### src/hbus_pkg.sv
// Shared constants, enumerations and carriers for the host bus port.
// Assumes a single sequencer clock and an asynchronous active-high reset.
package hbus_pkg;

  // ==========================================================
  // Address and data widths
  localparam int ADDR_W = 18;
  localparam int WORD_W = 16;
  localparam int BYTE_W = 8;
  localparam int UADDR_W = 10;
  localparam int BASE_W = 11;

  // ==========================================================
  // Address decode
  localparam logic [17:0] IO_PAGE_BASE = 18'h3E000;
  localparam logic [17:0] BOOT_ADDR_A = 18'h3F600;
  localparam logic [17:0] BOOT_ADDR_B = 18'h3F800;
  localparam logic [17:0] BOOT_ADDR_C = 18'h3F200;
  localparam int IO_PAGE_LSB = 13;
  localparam int BASE_LSB = 2;
  localparam int BASE_MSB = 12;
  localparam int REG_SEL_BIT = 1;
  localparam int BOOT_LSB = 9;

  // Boot option switch codes: one of three, or none.
  localparam logic [1:0] BOOT_NONE = 2'h0;
  localparam logic [1:0] BOOT_SEL_A = 2'h1;
  localparam logic [1:0] BOOT_SEL_B = 2'h2;
  localparam logic [1:0] BOOT_SEL_C = 2'h3;

  // ==========================================================
  // Routine start addresses placed on the next-address bus
  localparam logic [9:0] RT_FETCH = 10'h000;
  localparam logic [9:0] RT_REG_IP = 10'h040;
  localparam logic [9:0] RT_REG_SA = 10'h048;
  localparam logic [9:0] RT_BOOT_A = 10'h080;
  localparam logic [9:0] RT_BOOT_B = 10'h088;
  localparam logic [9:0] RT_BOOT_C = 10'h090;
  localparam logic [9:0] RT_VECTOR = 10'h0C0;
  localparam logic [9:0] RT_DMA = 10'h100;
  localparam logic [9:0] UADDR_ONE = 10'h001;

  // ==========================================================
  // Timing
  localparam int CLK_NS = 40;
  localparam int TIMEOUT_NS = 10000;
  localparam int TIMEOUT_CYC = TIMEOUT_NS / CLK_NS;
  localparam logic [8:0] TIMEOUT_LAST = 9'(TIMEOUT_CYC - 1);

  // ==========================================================
  // Master-side state
  typedef enum logic [2:0] {
    M_IDLE = 3'b000,
    M_ADDR = 3'b001,
    M_DRIVE = 3'b011,
    M_SYNC = 3'b010,
    M_DONE = 3'b110
  } mstate_t;

  // Three-byte DMA address load steps.
  typedef enum logic [1:0] {
    LD_LOW = 2'h0,
    LD_MID = 2'h1,
    LD_HIGH = 2'h2
  } ld_step_t;

  // Synchronised request conditions as seen by the dispatch table.
  typedef struct packed {
    logic io_window_hit;
    logic base_match;
    logic addr_strobe;
    logic register_select_bit;
    logic [2:0] boot_hit;
    logic irq_grant_flag;
    logic dma_grant_flag;
  } req_cond_t;

  // Microword control strobes from the sequencer.
  typedef struct packed {
    logic dma_addr_load_low;
    logic dma_addr_load_mid;
    logic dma_addr_load_high;
    logic address_drive_enable;
    logic master_sync_drive;
    logic inbound_data_enable;
    logic outbound_load_low;
    logic outbound_load_high;
    logic outbound_word_load;
    logic outbound_data_drive;
    logic irq_request;
    logic dma_request;
    logic intr_drive;
    logic end_of_routine;
  } ustrobe_t;

endpackage

### src/host_bus_port.sv
// Host bus slave decode and master port of the disc controller board.
// Assumes bus transceivers outside; inputs are synchronous to mclk_i.
`timescale 1ns/1ps
// Behaviour
// [RULE1] Eighteen-bit addresses latched and driven bidirectionally
// [RULE2] Flag I/O page and three boot addresses
// [RULE3] Bits 2..12 matched against base switch
// [RULE4] Window, match, strobe synchronised; all start routine
// [RULE5] Address bit 1 selects register
// [RULE6] One boot option; strobe and bit1 start
// [RULE7] DMA address loaded low, mid, high bytes
// [RULE8] High load also captures read/write control
// [RULE9] One enable drives address and control
// [RULE10] Master sync asserted after address driven
// [RULE11] Inbound data gated to word bus
// [RULE12] Outbound load by byte or word, separate drive
// [RULE13] Level 5 request held until grant
// [RULE14] Grant flagged, synchronised, vector routine starts
// [RULE15] Vector driven with interrupt line
// [RULE16] Non-processor request starts DMA
// [RULE17] Grant latched, synchronised, DMA routine starts
// [RULE18] Selection acknowledge before any data transfer
// [RULE19] Dispatch start, then next-step table
// [RULE20] End-of-routine returns control to dispatch
// [RULE21] Idle sequencer runs instruction fetch
// [RULE22] Slave supports data in, out, read-modify-write
// [RULE23] Detect parity and timeout during DMA
// [RULE24] All three loads before transfer start
module host_bus_port
  import hbus_pkg::*;
(
  input wire logic mclk_i,
  input wire logic sys_rst_i,
  // Host bus, slave side
  input wire logic [ADDR_W-1:0] bus_addr_i,
  input wire logic bus_msyn_i,
  input wire logic bus_c1_i,
  input wire logic [BASE_W-1:0] base_switch_i,
  input wire logic [1:0] boot_switch_i,
  // Host bus, master side (enable low while driving)
  output logic [ADDR_W-1:0] bus_addr_o,
  output logic bus_c1_o,
  output logic bus_addr_oe_n_o,
  output logic bus_msyn_o,
  input wire logic bus_ssyn_i,
  input wire logic bus_parity_err_i,
  input wire logic [WORD_W-1:0] bus_data_i,
  output logic [WORD_W-1:0] bus_data_o,
  output logic bus_data_oe_n_o,
  output logic bus_br5_o,
  input wire logic bus_bg5_i,
  output logic bus_intr_o,
  output logic bus_npr_o,
  input wire logic bus_npg_i,
  output logic bus_sack_o,
  // Sequencer side
  input wire ustrobe_t ustrobe_i,
  input wire logic [UADDR_W-1:0] next_step_i,
  input wire logic [BYTE_W-1:0] internal_byte_bus_i,
  input wire logic [WORD_W-1:0] cache_word_i,
  output logic [UADDR_W-1:0] next_addr_o,
  output logic dispatch_active_o,
  output logic [WORD_W-1:0] internal_word_bus_o,
  output logic [BYTE_W-1:0] internal_byte_bus_o,
  output logic slave_cycle_write_o,
  output logic dma_addr_ready_o,
  output logic dma_parity_err_o,
  output logic dma_timeout_err_o
);

  // ==========================================================
  // Address latch and decode
  logic [ADDR_W-1:0] latched_address_lines_q;
  logic latched_c1_q;
  logic strobe_q;
  logic io_window_hit;
  logic base_match;
  logic [2:0] boot_hit;
  logic [2:0] boot_enable;

  always_ff @(posedge mclk_i or posedge sys_rst_i)
  begin
    if (sys_rst_i)
    begin
      latched_address_lines_q <= '0;
      latched_c1_q <= 1'b0;
      strobe_q <= 1'b0;
    end
    else
    begin
      // The strobe is delayed with the latch, so a fresh strobe never meets a stale decode.
      strobe_q <= bus_msyn_i;
      if (bus_msyn_i)
      begin
        latched_address_lines_q <= bus_addr_i; // [RULE1]
        latched_c1_q <= bus_c1_i;
      end
    end
  end

  assign io_window_hit = (latched_address_lines_q & IO_PAGE_BASE) == IO_PAGE_BASE; // [RULE2]
  assign base_match = latched_address_lines_q[BASE_MSB:BASE_LSB] == base_switch_i; // [RULE3]
  assign boot_enable = {boot_switch_i == BOOT_SEL_C, boot_switch_i == BOOT_SEL_B,
                        boot_switch_i == BOOT_SEL_A}; // [RULE6]

  // The low boot address bits are not compared here; address bit 1 must still be set for a boot start.
  genvar gi;
  for (gi = 0; gi < 3; gi++)
  begin : g_boot
    localparam logic [17:0] BOOT_TAB = (gi == 0) ? BOOT_ADDR_A : ((gi == 1) ? BOOT_ADDR_B : BOOT_ADDR_C);
    assign boot_hit[gi] = boot_enable[gi] &&
      (latched_address_lines_q[ADDR_W-1:BOOT_LSB] == BOOT_TAB[ADDR_W-1:BOOT_LSB]); // [RULE2]
  end

  // ==========================================================
  // Synchronising registers feeding the dispatch table
  req_cond_t cond_q;
  logic irq_grant_flag_q;
  logic dma_grant_flag_q;

  always_ff @(posedge mclk_i or posedge sys_rst_i)
  begin
    if (sys_rst_i)
    begin
      cond_q <= '0;
    end
    else
    begin
      cond_q.io_window_hit <= io_window_hit; // [RULE4]
      cond_q.base_match <= base_match;
      cond_q.addr_strobe <= strobe_q; // [RULE4]
      cond_q.register_select_bit <= latched_address_lines_q[REG_SEL_BIT]; // [RULE5]
      cond_q.boot_hit <= boot_hit;
      cond_q.irq_grant_flag <= irq_grant_flag_q; // [RULE14]
      cond_q.dma_grant_flag <= dma_grant_flag_q; // [RULE17]
    end
  end

  always_ff @(posedge mclk_i or posedge sys_rst_i)
  begin
    if (sys_rst_i)
    begin
      slave_cycle_write_o <= 1'b0;
    end
    else
    begin
      // C1 high marks a data-out; a read-modify-write reads first then writes.
      slave_cycle_write_o <= latched_c1_q; // [RULE22]
    end
  end

  // ==========================================================
  // Sequencer next-address selection
  logic [UADDR_W-1:0] disp_start;
  logic disp_pending;
  logic trap_q;

  routine_dispatch_table u_dispatch (
    .cond_i(cond_q),
    .start_o(disp_start),
    .pending_o(disp_pending)
  );

  assign next_addr_o = trap_q ? disp_start : next_step_i; // [RULE19]
  assign dispatch_active_o = trap_q;

  always_ff @(posedge mclk_i or posedge sys_rst_i)
  begin
    if (sys_rst_i)
    begin
      trap_q <= 1'b1; // [RULE21]
    end
    else if (trap_q)
    begin
      trap_q <= 1'b0; // [RULE19]
    end
    else if (ustrobe_i.end_of_routine)
    begin
      trap_q <= 1'b1; // [RULE20]
    end
  end

  // ==========================================================
  // Bus requests and grant flags
  // A grant that lands while the flag is being consumed wins over the clear.
  always_ff @(posedge mclk_i or posedge sys_rst_i)
  begin
    if (sys_rst_i)
    begin
      bus_br5_o <= 1'b0;
      irq_grant_flag_q <= 1'b0;
    end
    else
    begin
      if (bus_bg5_i && bus_br5_o)
      begin
        irq_grant_flag_q <= 1'b1; // [RULE14]
        bus_br5_o <= 1'b0;
      end
      else
      begin
        if (ustrobe_i.irq_request)
        begin
          bus_br5_o <= 1'b1; // [RULE13]
        end
        if (trap_q && disp_start == RT_VECTOR)
        begin
          irq_grant_flag_q <= 1'b0;
        end
      end
    end
  end

  always_ff @(posedge mclk_i or posedge sys_rst_i)
  begin
    if (sys_rst_i)
    begin
      bus_npr_o <= 1'b0;
      dma_grant_flag_q <= 1'b0;
      bus_sack_o <= 1'b0;
    end
    else
    begin
      if (bus_npg_i && bus_npr_o)
      begin
        dma_grant_flag_q <= 1'b1; // [RULE17]
        bus_npr_o <= 1'b0;
      end
      else
      begin
        if (ustrobe_i.dma_request)
        begin
          bus_npr_o <= 1'b1; // [RULE16]
        end
        if (trap_q && disp_start == RT_DMA)
        begin
          dma_grant_flag_q <= 1'b0;
        end
      end
      if (trap_q && disp_start == RT_DMA)
      begin
        bus_sack_o <= 1'b1; // [RULE18]
      end
      else if (ustrobe_i.end_of_routine)
      begin
        bus_sack_o <= 1'b0;
      end
    end
  end

  // ==========================================================
  // DMA address transceivers and master cycle
  logic [2:0] ld_done_q;
  mstate_t mstate_q;
  logic [8:0] tmo_cnt_q;

  assign dma_addr_ready_o = &ld_done_q; // [RULE24]

  always_ff @(posedge mclk_i or posedge sys_rst_i)
  begin
    if (sys_rst_i)
    begin
      bus_addr_o <= '0;
      bus_c1_o <= 1'b0;
      ld_done_q <= '0;
    end
    else
    begin
      if (ustrobe_i.dma_addr_load_low)
      begin
        bus_addr_o[7:0] <= internal_byte_bus_i; // [RULE7]
        ld_done_q[LD_LOW] <= 1'b1;
      end
      if (ustrobe_i.dma_addr_load_mid)
      begin
        bus_addr_o[15:8] <= internal_byte_bus_i; // [RULE7]
        ld_done_q[LD_MID] <= 1'b1;
      end
      if (ustrobe_i.dma_addr_load_high)
      begin
        bus_addr_o[17:16] <= internal_byte_bus_i[1:0]; // [RULE7] [RULE24]
        bus_c1_o <= internal_byte_bus_i[BYTE_W-1]; // [RULE8]
        ld_done_q[LD_HIGH] <= 1'b1;
      end
      if (mstate_q == M_DONE)
      begin
        ld_done_q <= '0; // [RULE24]
      end
    end
  end

  // Driving only starts once every byte is loaded, so a stale high byte never
  // reaches the bus.
  always_ff @(posedge mclk_i or posedge sys_rst_i)
  begin
    if (sys_rst_i)
    begin
      mstate_q <= M_IDLE;
      tmo_cnt_q <= '0;
      dma_parity_err_o <= 1'b0;
      dma_timeout_err_o <= 1'b0;
    end
    else
    begin
      case (mstate_q)
        M_IDLE:
        begin
          if (ustrobe_i.address_drive_enable && dma_addr_ready_o && bus_sack_o)
          begin
            mstate_q <= M_DRIVE; // [RULE9] [RULE18] [RULE24]
          end
        end
        M_DRIVE:
        begin
          if (ustrobe_i.master_sync_drive)
          begin
            mstate_q <= M_SYNC; // [RULE10]
            tmo_cnt_q <= '0;
          end
        end
        M_SYNC:
        begin
          if (bus_ssyn_i)
          begin
            dma_parity_err_o <= bus_parity_err_i; // [RULE23]
            mstate_q <= M_DONE;
          end
          else if (tmo_cnt_q == TIMEOUT_LAST)
          begin
            dma_timeout_err_o <= 1'b1; // [RULE23]
            mstate_q <= M_DONE;
          end
          else
          begin
            tmo_cnt_q <= tmo_cnt_q + 9'h001;
          end
        end
        M_DONE:
        begin
          if (!ustrobe_i.master_sync_drive)
          begin
            mstate_q <= M_IDLE;
          end
        end
        default:
        begin
          mstate_q <= M_IDLE;
        end
      endcase
      if (mstate_q == M_IDLE && ustrobe_i.dma_request)
      begin
        dma_parity_err_o <= 1'b0;
        dma_timeout_err_o <= 1'b0;
      end
    end
  end

  assign bus_addr_oe_n_o = !(mstate_q == M_DRIVE || mstate_q == M_SYNC || mstate_q == M_DONE); // [RULE9]
  assign bus_msyn_o = (mstate_q == M_SYNC); // [RULE10]

  // ==========================================================
  // Data transceivers
  always_ff @(posedge mclk_i or posedge sys_rst_i)
  begin
    if (sys_rst_i)
    begin
      internal_word_bus_o <= '0;
      internal_byte_bus_o <= '0;
      bus_data_o <= '0;
    end
    else
    begin
      if (ustrobe_i.inbound_data_enable)
      begin
        internal_word_bus_o <= bus_data_i; // [RULE11]
        internal_byte_bus_o <= latched_address_lines_q[0] ? bus_data_i[15:8] : bus_data_i[7:0];
      end
      if (ustrobe_i.outbound_word_load)
      begin
        bus_data_o <= cache_word_i; // [RULE12]
      end
      else
      begin
        if (ustrobe_i.outbound_load_low)
        begin
          bus_data_o[7:0] <= internal_byte_bus_i; // [RULE12] [RULE15]
        end
        if (ustrobe_i.outbound_load_high)
        begin
          bus_data_o[15:8] <= internal_byte_bus_i; // [RULE12] [RULE15]
        end
      end
    end
  end

  assign bus_data_oe_n_o = !ustrobe_i.outbound_data_drive; // [RULE12]
  assign bus_intr_o = ustrobe_i.intr_drive && ustrobe_i.outbound_data_drive; // [RULE15]

endmodule

### src/routine_dispatch_table.sv
// Routine dispatch table: maps synchronised conditions to a routine start.
// Assumes its inputs are already registered in the sequencer clock domain.
`timescale 1ns/1ps
module routine_dispatch_table
  import hbus_pkg::*;
(
  input wire req_cond_t cond_i,
  output logic [UADDR_W-1:0] start_o,
  output logic pending_o
);

  // ==========================================================
  // Priority: grants, then register access, then boot, then fetch.
  always_comb
  begin
    pending_o = 1'b1;
    start_o = RT_FETCH;
    if (cond_i.irq_grant_flag)
    begin
      start_o = RT_VECTOR; // [RULE14]
    end
    else if (cond_i.dma_grant_flag)
    begin
      start_o = RT_DMA; // [RULE17]
    end
    else if (cond_i.io_window_hit && cond_i.base_match && cond_i.addr_strobe)
    begin
      start_o = cond_i.register_select_bit ? RT_REG_SA : RT_REG_IP; // [RULE4] [RULE5]
    end
    else if (cond_i.addr_strobe && cond_i.register_select_bit && (|cond_i.boot_hit))
    begin
      start_o = cond_i.boot_hit[0] ? RT_BOOT_A : (cond_i.boot_hit[1] ? RT_BOOT_B : RT_BOOT_C); // [RULE6]
    end
    else
    begin
      pending_o = 1'b0;
      start_o = RT_FETCH; // [RULE21]
    end
  end

endmodule

### config.mk
export PLATFORM = sky130hd
export DESIGN_NAME = host_bus_port
export DESIGN_NICKNAME = d
export VERILOG_FILES = /design/src/hbus_pkg.sv /design/src/host_bus_port.sv /design/src/routine_dispatch_table.sv
export SDC_FILE = /design/constraint.sdc
export NUM_CORES = 1
export LEC_CHECK = 0
export ABC_AREA = 1
export BUFFER_PORTS_ARGS = -buffer_cell sky130_fd_sc_hd__buf_2
export CORE_ASPECT_RATIO = 0.9
export CORE_MARGIN = 3
export CORE_UTILIZATION = 40
export CTS_CLUSTER_DIAMETER = 60
export CTS_CLUSTER_SIZE = 30
export DETAILED_ROUTE_END_ITERATION = 10
export GPL_TIMING_DRIVEN = 0
export PLACE_DENSITY = 0.67
export SYNTH_ARGS = -nofsm -noshare
export SYNTH_HDL_FRONTEND = slang
export SYNTH_SLANG_ARGS = --single-unit
### constraint.sdc
create_clock -name mclk_i -period 4.8 [get_ports mclk_i]
set_input_delay 0.96 -clock mclk_i [delete_from_list [all_inputs] [get_ports mclk_i]]
set_output_delay 0.96 -clock mclk_i [all_outputs]
set_load 0.02 [all_outputs]
== Yosys cells after proc, flatten, opt, wreduce, memory -nomap -nowiden ==
Cells that the tools add are included.
Operators by class
  $add $sub $neg: 1
  eq/ne operators: 21
  multiplexer cells: 45
  reduce and logical (&&, ||, !) cells: 40
Operator list (number)
  $mux W10: 6
  $reduce_bool A2 Y1: 14
  $eq A9 B9 Y1 const B: 3
  $mux W9: 3
  $mux W8: 3
  $mux W1: 22
  $mux W3: 6
  $pmux W9 S2: 1
  $mux W16: 1
  $logic_and A1 B1 Y1: 15
  $pmux W3 S4: 1
  $eq A11 B11 Y1: 1
  $eq A10 B8 Y1 const B: 1
  $eq A10 B9 Y1 const B: 1
  $ne A2 B2 Y1 const B: 5
  $add A9 B1 Y9 const B: 1
  $eq A9 B8 Y1 const B: 1
  $reduce_and A4 Y1: 2
  $eq A3 B2 Y1 const B: 2
  $reduce_and A3 Y1: 2
  $eq A5 B5 Y1 const B: 1
  $mux W5: 1
  $eq A2 B2 Y1 const B: 2
  $mux W4: 1
  other kinds (9): 11
Storage, ports and cells
  bits in registers: 112
  bits of input ports: 103
  output and inout port bits: 81
  word-level logic and storage cells: 139

== Depth between registers and ports, before layout ==
Gate-level depths: netlist of the first run.
  word-level depth: 10
  mapped depth: 9
  gate-level depth less buffers: 9

== By module ==
From an unflattened synthesis of the first run, not the netlist that was laid out.
Second synthesis, totals
  cell total of the unflattened synthesis: 551
  area total of the unflattened synthesis: 5171.2 um^2
By module, submodules not included
  host_bus_port: times used 1, cells an instance 522, area an instance 5031.1 um^2
  routine_dispatch_table: times used 1, cells an instance 29, area an instance 140.1 um^2

== Worst setup path before layout of the first run ==
OpenSTA, ideal clock, no wires.
  path type: register to output
  start point: register trap_q, in the netlist dispatch_active_o
  end point: output next_addr_o[4]
  arrival time: 1500 ps
  data required time: 3840 ps
  setup slack: 2340 ps
  cell stages (with the launch flop): 8
  buffers on the path: 1
  cells stage by stage: dfstp_2 -> buf_4 -> inv_2 -> nor2_2 -> nand3_1 -> nor2_2 -> nand3_1 -> o21ai_1
On the way
  cells in the longest elaborated chain, start to end: 1
RTL lines
  start: declaration: RTL line host_bus_port.sv:156  | logic trap_q;
  start signal: assignment: RTL line host_bus_port.sv:171  | trap_q <= 1'b1;
  start signal: assignment: RTL line host_bus_port.sv:175  | trap_q <= 1'b0;
  start signal: assignment: RTL line host_bus_port.sv:179  | trap_q <= 1'b1;
  $mux W10: RTL line host_bus_port.sv:164  | assign next_addr_o = trap_q ? disp_start : next_step_i;
  end: declaration: RTL line host_bus_port.sv:61  | output logic [UADDR_W-1:0] next_addr_o,
No other way between the ends.

== Worst setup path in the final report of the first run ==
Ends and elaborated chain as after synthesis.

==> impl_metrics.tcl, run 1 <==
set metrics [dict create \
    relSlewSlack 0.6266 \
    cp-end-kind "output port" \
    routed_wirelength_um 11940 \
    synthesis.area_um2 5016 \
    ir_drop_uv 276.4 \
    final_common_cell "buf_2" \
    synth_top_cell_area_share 0.5538 \
    vias 4198 \
    pwr-share-seq 0.438 \
    cp-start-kind "flop" \
    hold_buffers 0 \
    yosysTopAreaCell "dfrtp_1" \
    synthTopCellsByArea "dfrtp_1 (55%), nand2_1 (10%), mux2_2 (10%)" \
    cts_max_path_buffers 2 \
    nNetsFinal 814 \
    critPathRequiredTime_ns 3.84 \
    port_buffers 177 \
    cts_resized 0 \
    cp_max_fo 8 \
    ys_seq_area_frac 0.5590 \
    postPlaceCellArea_um2 6132 \
    cts_tree "yes" \
    skew_ns 0.01011 \
    syn_inst 520 \
    gp_congestion 0.9050 \
    die-area_um2 13920 \
    cts_made_buffers 9 \
    ant_nets 0 \
    synth_seq_cells 112 \
    final_util 0.5288 \
    rows 38 \
    routedWlPerCell_um 13.66 \
    final_cell_area_um2 6436 \
    fin_crit_ns 2.811 \
    cts.sinks 112 \
    drt-vias-per-instance 4.803 \
    p_sw_uw 864.3 \
    grt_use_total 0.1790 \
    worstPathArrival_ns 1.85 \
    stdcell_count 874 \
    grt_start_max_net_pins 71 \
    drt_iter0_markers 226 \
    holdWs_ns 0.3569 \
    drive_gt1_frac 0.3810 \
    diodes 0 \
    grt_pass1_wl_um 19890 \
    critPathKind "flop to output port" \
    start_util 0.4121 \
    worst_pin_slew_ns 0.5601 \
    pwr-share-clk 0.294 \
    swShare 0.3342 \
    ios 184 \
    area_growth_pct 28.31 \
    cts-root-buf "clkbuf_16" \
    combPwrFrac 0.268 \
    die_x_um 124.0 \
    firstDrtPassIters 5 \
    slew_violations 0 \
    p_leak_nw 3.272 \
    grt_pass1_vias 4335 \
    power_density_nw_per_um2 401.8 \
    p_int_mw 1.722 \
    hold_path_depth 0 \
    ys_types 35 \
    cts_htree_levels 3 \
    dp.cells 858 \
    drv_cap 0 \
    rsz0062_at_grt "no" \
    synth_area_per_cell_um2 9.646 \
    overflow 0 \
    max_freq_mhz 355.7 \
    hpwl_um 9290 \
    hold_path_class "flop to flop" \
    finalSetupViolCount 0 \
    yosysWarnings 0 \
    design.core.area_um2 12170 \
    antenna_found_initial 0 \
    clock_latency_ns 0.35 \
    syn-num-nets 625 \
    fin_crit_sh 0.5856 \
    mostFrequentLayoutCells "buf_2 (189), nand2_1 (140), dfrtp_1 (111), nand3_1 (50), mux2_2 (46)" \
    clk_pin_slew_ns 0.07 \
    status "complete, no violations" \
    postCtsSetupBuffers 0 \
    die_h_um 112.2 \
    rr_worst_depth 9 \
    drc 0 \
    finalHoldViolCount 0 \
]
cells by family (layout without fill, tap and decap cells):
kind of cell | count (synthesis) | in the layout | share of synthesized area
AOI/OAI and AO/OA | 28 | 28 | 0.03193
xor gates and xnor gates | 13 | 13 | 0.02270
adders and majority gates | 2 | 2 | 0.004988
buffers and inverters | 63 | 257 | 0.05238
DFF | 112 | 112 | 0.5590
muxes | 47 | 47 | 0.1055
and+or+nand+nor | 255 | 255 | 0.2235
cells in the mapped netlist (all sizes together):
| master | number |
|---|---|
| or2 | 2 |
| ha | 2 |
| inv | 43 |
| nor2 | 48 |
| dfrtp | 111 |
| xnor2 | 10 |
| dfstp | 1 |
| a21oi | 3 |
| o21a | 2 |
| nor4 | 2 |
| nand2 | 142 |
| a22oi | 1 |
| buf | 14 |
| clkinv | 1 |
| a21boi | 1 |
| nor3 | 1 |
| and3 | 1 |
| nand3 | 53 |
| clkbuf | 5 |
| mux2 | 47 |
| xor2 | 3 |
| nand4 | 6 |
| a31oi | 8 |
| o21ai | 13 |
critical path, stage by stage (launching register included):
cell and delay, ns:
dfstp_2 0.53, buf_4 0.15, inv_2 0.08, nor2_2 0.13, nand3_1 0.10, nor2_2 0.13, nand3_1 0.09, o21ai_1 0.11
buf_2 0.18
cell type report:
class	count	area (um2)
fill	1140	5736
sequential	112	2804
multi-input combinational	345	1949
timing repair buffer	178	913.4
clock buffer	10	229.0
tap	160	200.2
inverter	44	167.7
buffer	19	97.59
clock inverter	6	75.07
routing by layer:
| layer | vias up | part of all wire | GRT usage |
|---|---|---|---|
| li1 | 2052 | - | - |
| met1 | 1970 | 0.41 | 0.2162 |
| met2 | 157 | 0.49 | 0.3001 |
| met3 | 19 | 0.078 | 0.06448 |
| met4 | 0 | 0.018 | 0.05255 |
| met5 | - | 0 | 0 |
worst paths after layout:
| check | slack [ns] | start | to |
|---|---|---|---|
| hold reg to reg | 0.36 | strobe_q | cond_q[6] |
| max in group asynchronous | 3.40 | sys_rst_i | tmo_cnt_q[5] |
| setup reg to reg | 3.39 | tmo_cnt_q[1] | mstate_q[1] |
| hold / removal | 0.36 | strobe_q | cond_q[6] |
| setup / recovery | 1.99 | dispatch_active_o | next_addr_o[4] |
| min in group asynchronous | 0.67 | sys_rst_i | latched_address_lines_q[2] |
power groups by stage:
| stage | logic [mW] | clock network, mW | registers (mW) |
|---|---|---|---|
| finish | 0.693 | 0.760 | 1.13 |
| global route | 0.773 | 0.830 | 1.15 |
| CTS | 0.700 | 0.798 | 1.13 |
| detailed placement | 0.699 | 0 | 1.15 |
| global placement | 0.672 | 0 | 1.14 |
| floorplan | 0.390 | 0 | 1.22 |
stage by stage:
| stage | TNS [ns] | total power [mW] | setup WS (ns) |
|---|---|---|---|
| finish | 0 | 2.586 | 1.989 |
| global route | 0 | 2.754 | 1.775 |
| CTS | 0 | 2.631 | 1.936 |
| floorplan | 0 | 1.606 | 0.8827 |
| global placement | -35.03 | 1.816 | -0.3263 |
| detailed placement | 0 | 1.850 | 2.332 |
registers in the layout (all words and copies together) (netlist names), 3 cells and up:
register and cells:
tmo_cnt_q 9, internal_byte_bus_o 8, latched_address_lines_q 18, internal_word_bus_o 16, bus_data_o 16, cond_q 9
bus_addr_o 18, mstate_q 3, ld_done_q 3
(Power assumes the default switching activity.)
==> run 2: changes to the inputs <==
Clock period 4.8 ns to 2.75 ns, I/O delays scaled along.
==> run 2 against run 1 <==
Compared with the run above:
- count of clock-buffer cells in the layout stayed put
- clock skew is 0.0030 ns lower
- non-clock buffer count is 2 higher
- critical path depth stayed put
- sequential share of layout area hardly changed
- first-iteration DRC count is 3.5% lower
- largest cell class unchanged
==> impl_metrics.tcl, run 2 (synthesis results as in run 1) <==
set metrics [dict create \
    status "complete, no violations" \
    cp-start-kind "flop" \
    fin_crit_ns 2.411 \
    p_leak_nw 3.264 \
    postCtsSetupBuffers 0 \
    rows 38 \
    cp_max_fo 8 \
    slew_violations 0 \
    die_x_um 124.0 \
    drt-vias-per-instance 4.745 \
    start_util 0.4121 \
    cp-end-kind "output port" \
    die-area_um2 13920 \
    vias 4152 \
    cts_resized 0 \
    ant_nets 0 \
    finalSetupViolCount 0 \
    cts_max_path_buffers 2 \
    drt_iter0_markers 218 \
    seq_area_um2 2804 \
    cp_slowest_stage_delay_ns 0.53 \
    skew_ns 0.007091 \
    reg_top3 "bus_addr_o (18), latched_address_lines_q (18)" \
    stdcell_count 875 \
    hold_path_class "primary input to asynchronous set/reset pin" \
    nNetsFinal 816 \
    multi_input_area_um2 1949 \
    cts_made_buffers 9 \
    cts_tree "yes" \
    routedWlPerCell_um 13.88 \
    ir_drop_uv 546.5 \
    overflow 0 \
    mostFrequentLayoutCells "buf_2 (189), nand2_1 (140), dfrtp_1 (111), nand3_1 (50), mux2_2 (46)" \
    grt_pass1_vias 4355 \
    clock_latency_ns 0.35 \
    relSlewSlack 0.6405 \
    grt_use_total 0.1830 \
    diodes 0 \
    dp.cells 860 \
    die_h_um 112.2 \
    grt_start_max_net_pins 35 \
    critPathKind "flop to output port" \
    cts_htree_levels 3 \
    cts-root-buf "clkbuf_16" \
    crit_path_cell_trace "buf_4, inv_2, nor2_2, nand3_1, nor2_2, nand3_1, o21ai_1, buf_2" \
    drc 0 \
    finalHoldViolCount 0 \
    worstPathArrival_ns 1.86 \
    hold_buffers 0 \
    drive_gt1_frac 0.3818 \
    port_buffers 177 \
    worst_pin_slew_ns 0.5372 \
    design.core.area_um2 12170 \
    area_growth_pct 28.36 \
    routed_wirelength_um 12140 \
    fin_crit_sh 0.8767 \
    nFillCells 1142 \
    antenna_found_initial 0 \
    cts.sinks 112 \
    crit_slowest_cell "dfstp_2" \
    critPathRequiredTime_ns 2.20 \
    grt_pass1_wl_um 20330 \
    finalSetupTns_ns 0 \
    ios 184 \
    clk_pin_slew_ns 0.08 \
    hpwl_um 9466 \
    firstDrtPassIters 5 \
    power_density_nw_per_um2 686.1 \
    final_common_cell "buf_2" \
    gp_congestion 0.9083 \
    drv_cap 0 \
    rsz0062_at_grt "no" \
    max_freq_mhz 414.8 \
]
## run 2: final cells by class
type,instances,area share
clock inverter,5,0.006801
multi-input combinational,345,0.3028
sequential,112,0.4355
timing repair buffer,180,0.1469
tap,160,0.03109
clock buffer,10,0.03556
inverter,44,0.02623
buffer,19,0.01516
## run 2: metrics by stage
stage               setup slack (ns)  power, mW  cell area, um2  hold slack, ns    util
detailed placement            0.7042      3.236            6166          0.3504  0.5066
finish                        0.3391      4.417            6439          0.2160  0.5290
CTS                           0.3112      4.477            6439          0.2078  0.5290
global route                  0.1838      4.701            6439          0.2250  0.5290
global placement              0.1210      3.171            6106          0.3444  0.5016
floorplan                     0.7002      2.804            5020          0.3312       -
## run 2: routing by layer
metal  wire (um)  GRT usage
met1        5124     0.2243
met2        6014     0.3048
met3         774    0.05743
met4         228    0.06277
met5           0          0
## run 2: final timing paths
kind | startpoint | to | slack (ns) | cells after the start
setup / recovery | dispatch_active_o | next_addr_o[4] | 0.34 | 8
hold / removal | sys_rst_i | internal_word_bus_o[5] | 0.22 | 2
setup reg to reg | tmo_cnt_q[1] | mstate_q[1] | 1.33 | 9
hold reg to reg | strobe_q | cond_q[6] | 0.36 | 0
max in group asynchronous | sys_rst_i | bus_addr_o[5] | 1.80 | 4
min in group mclk_i | bus_msyn_i | strobe_q | 0.33 | 1
## run 2: critical path, delay by kind of cell, from the launching register on
kind                   cells  cell delay [ns]
and+or+nand+nor            4             0.44
DFF                        1             0.53
AOI/OAI and AO/OA          1             0.12
buffers and inverters      3             0.43
## run 2: power breakdown
group | switching [mW] | internal (mW) | total (mW)
Combinational | 0.782 | 0.440 | 1.22
Sequential | 0.125 | 1.85 | 1.97
Clock | 0.601 | 0.620 | 1.22
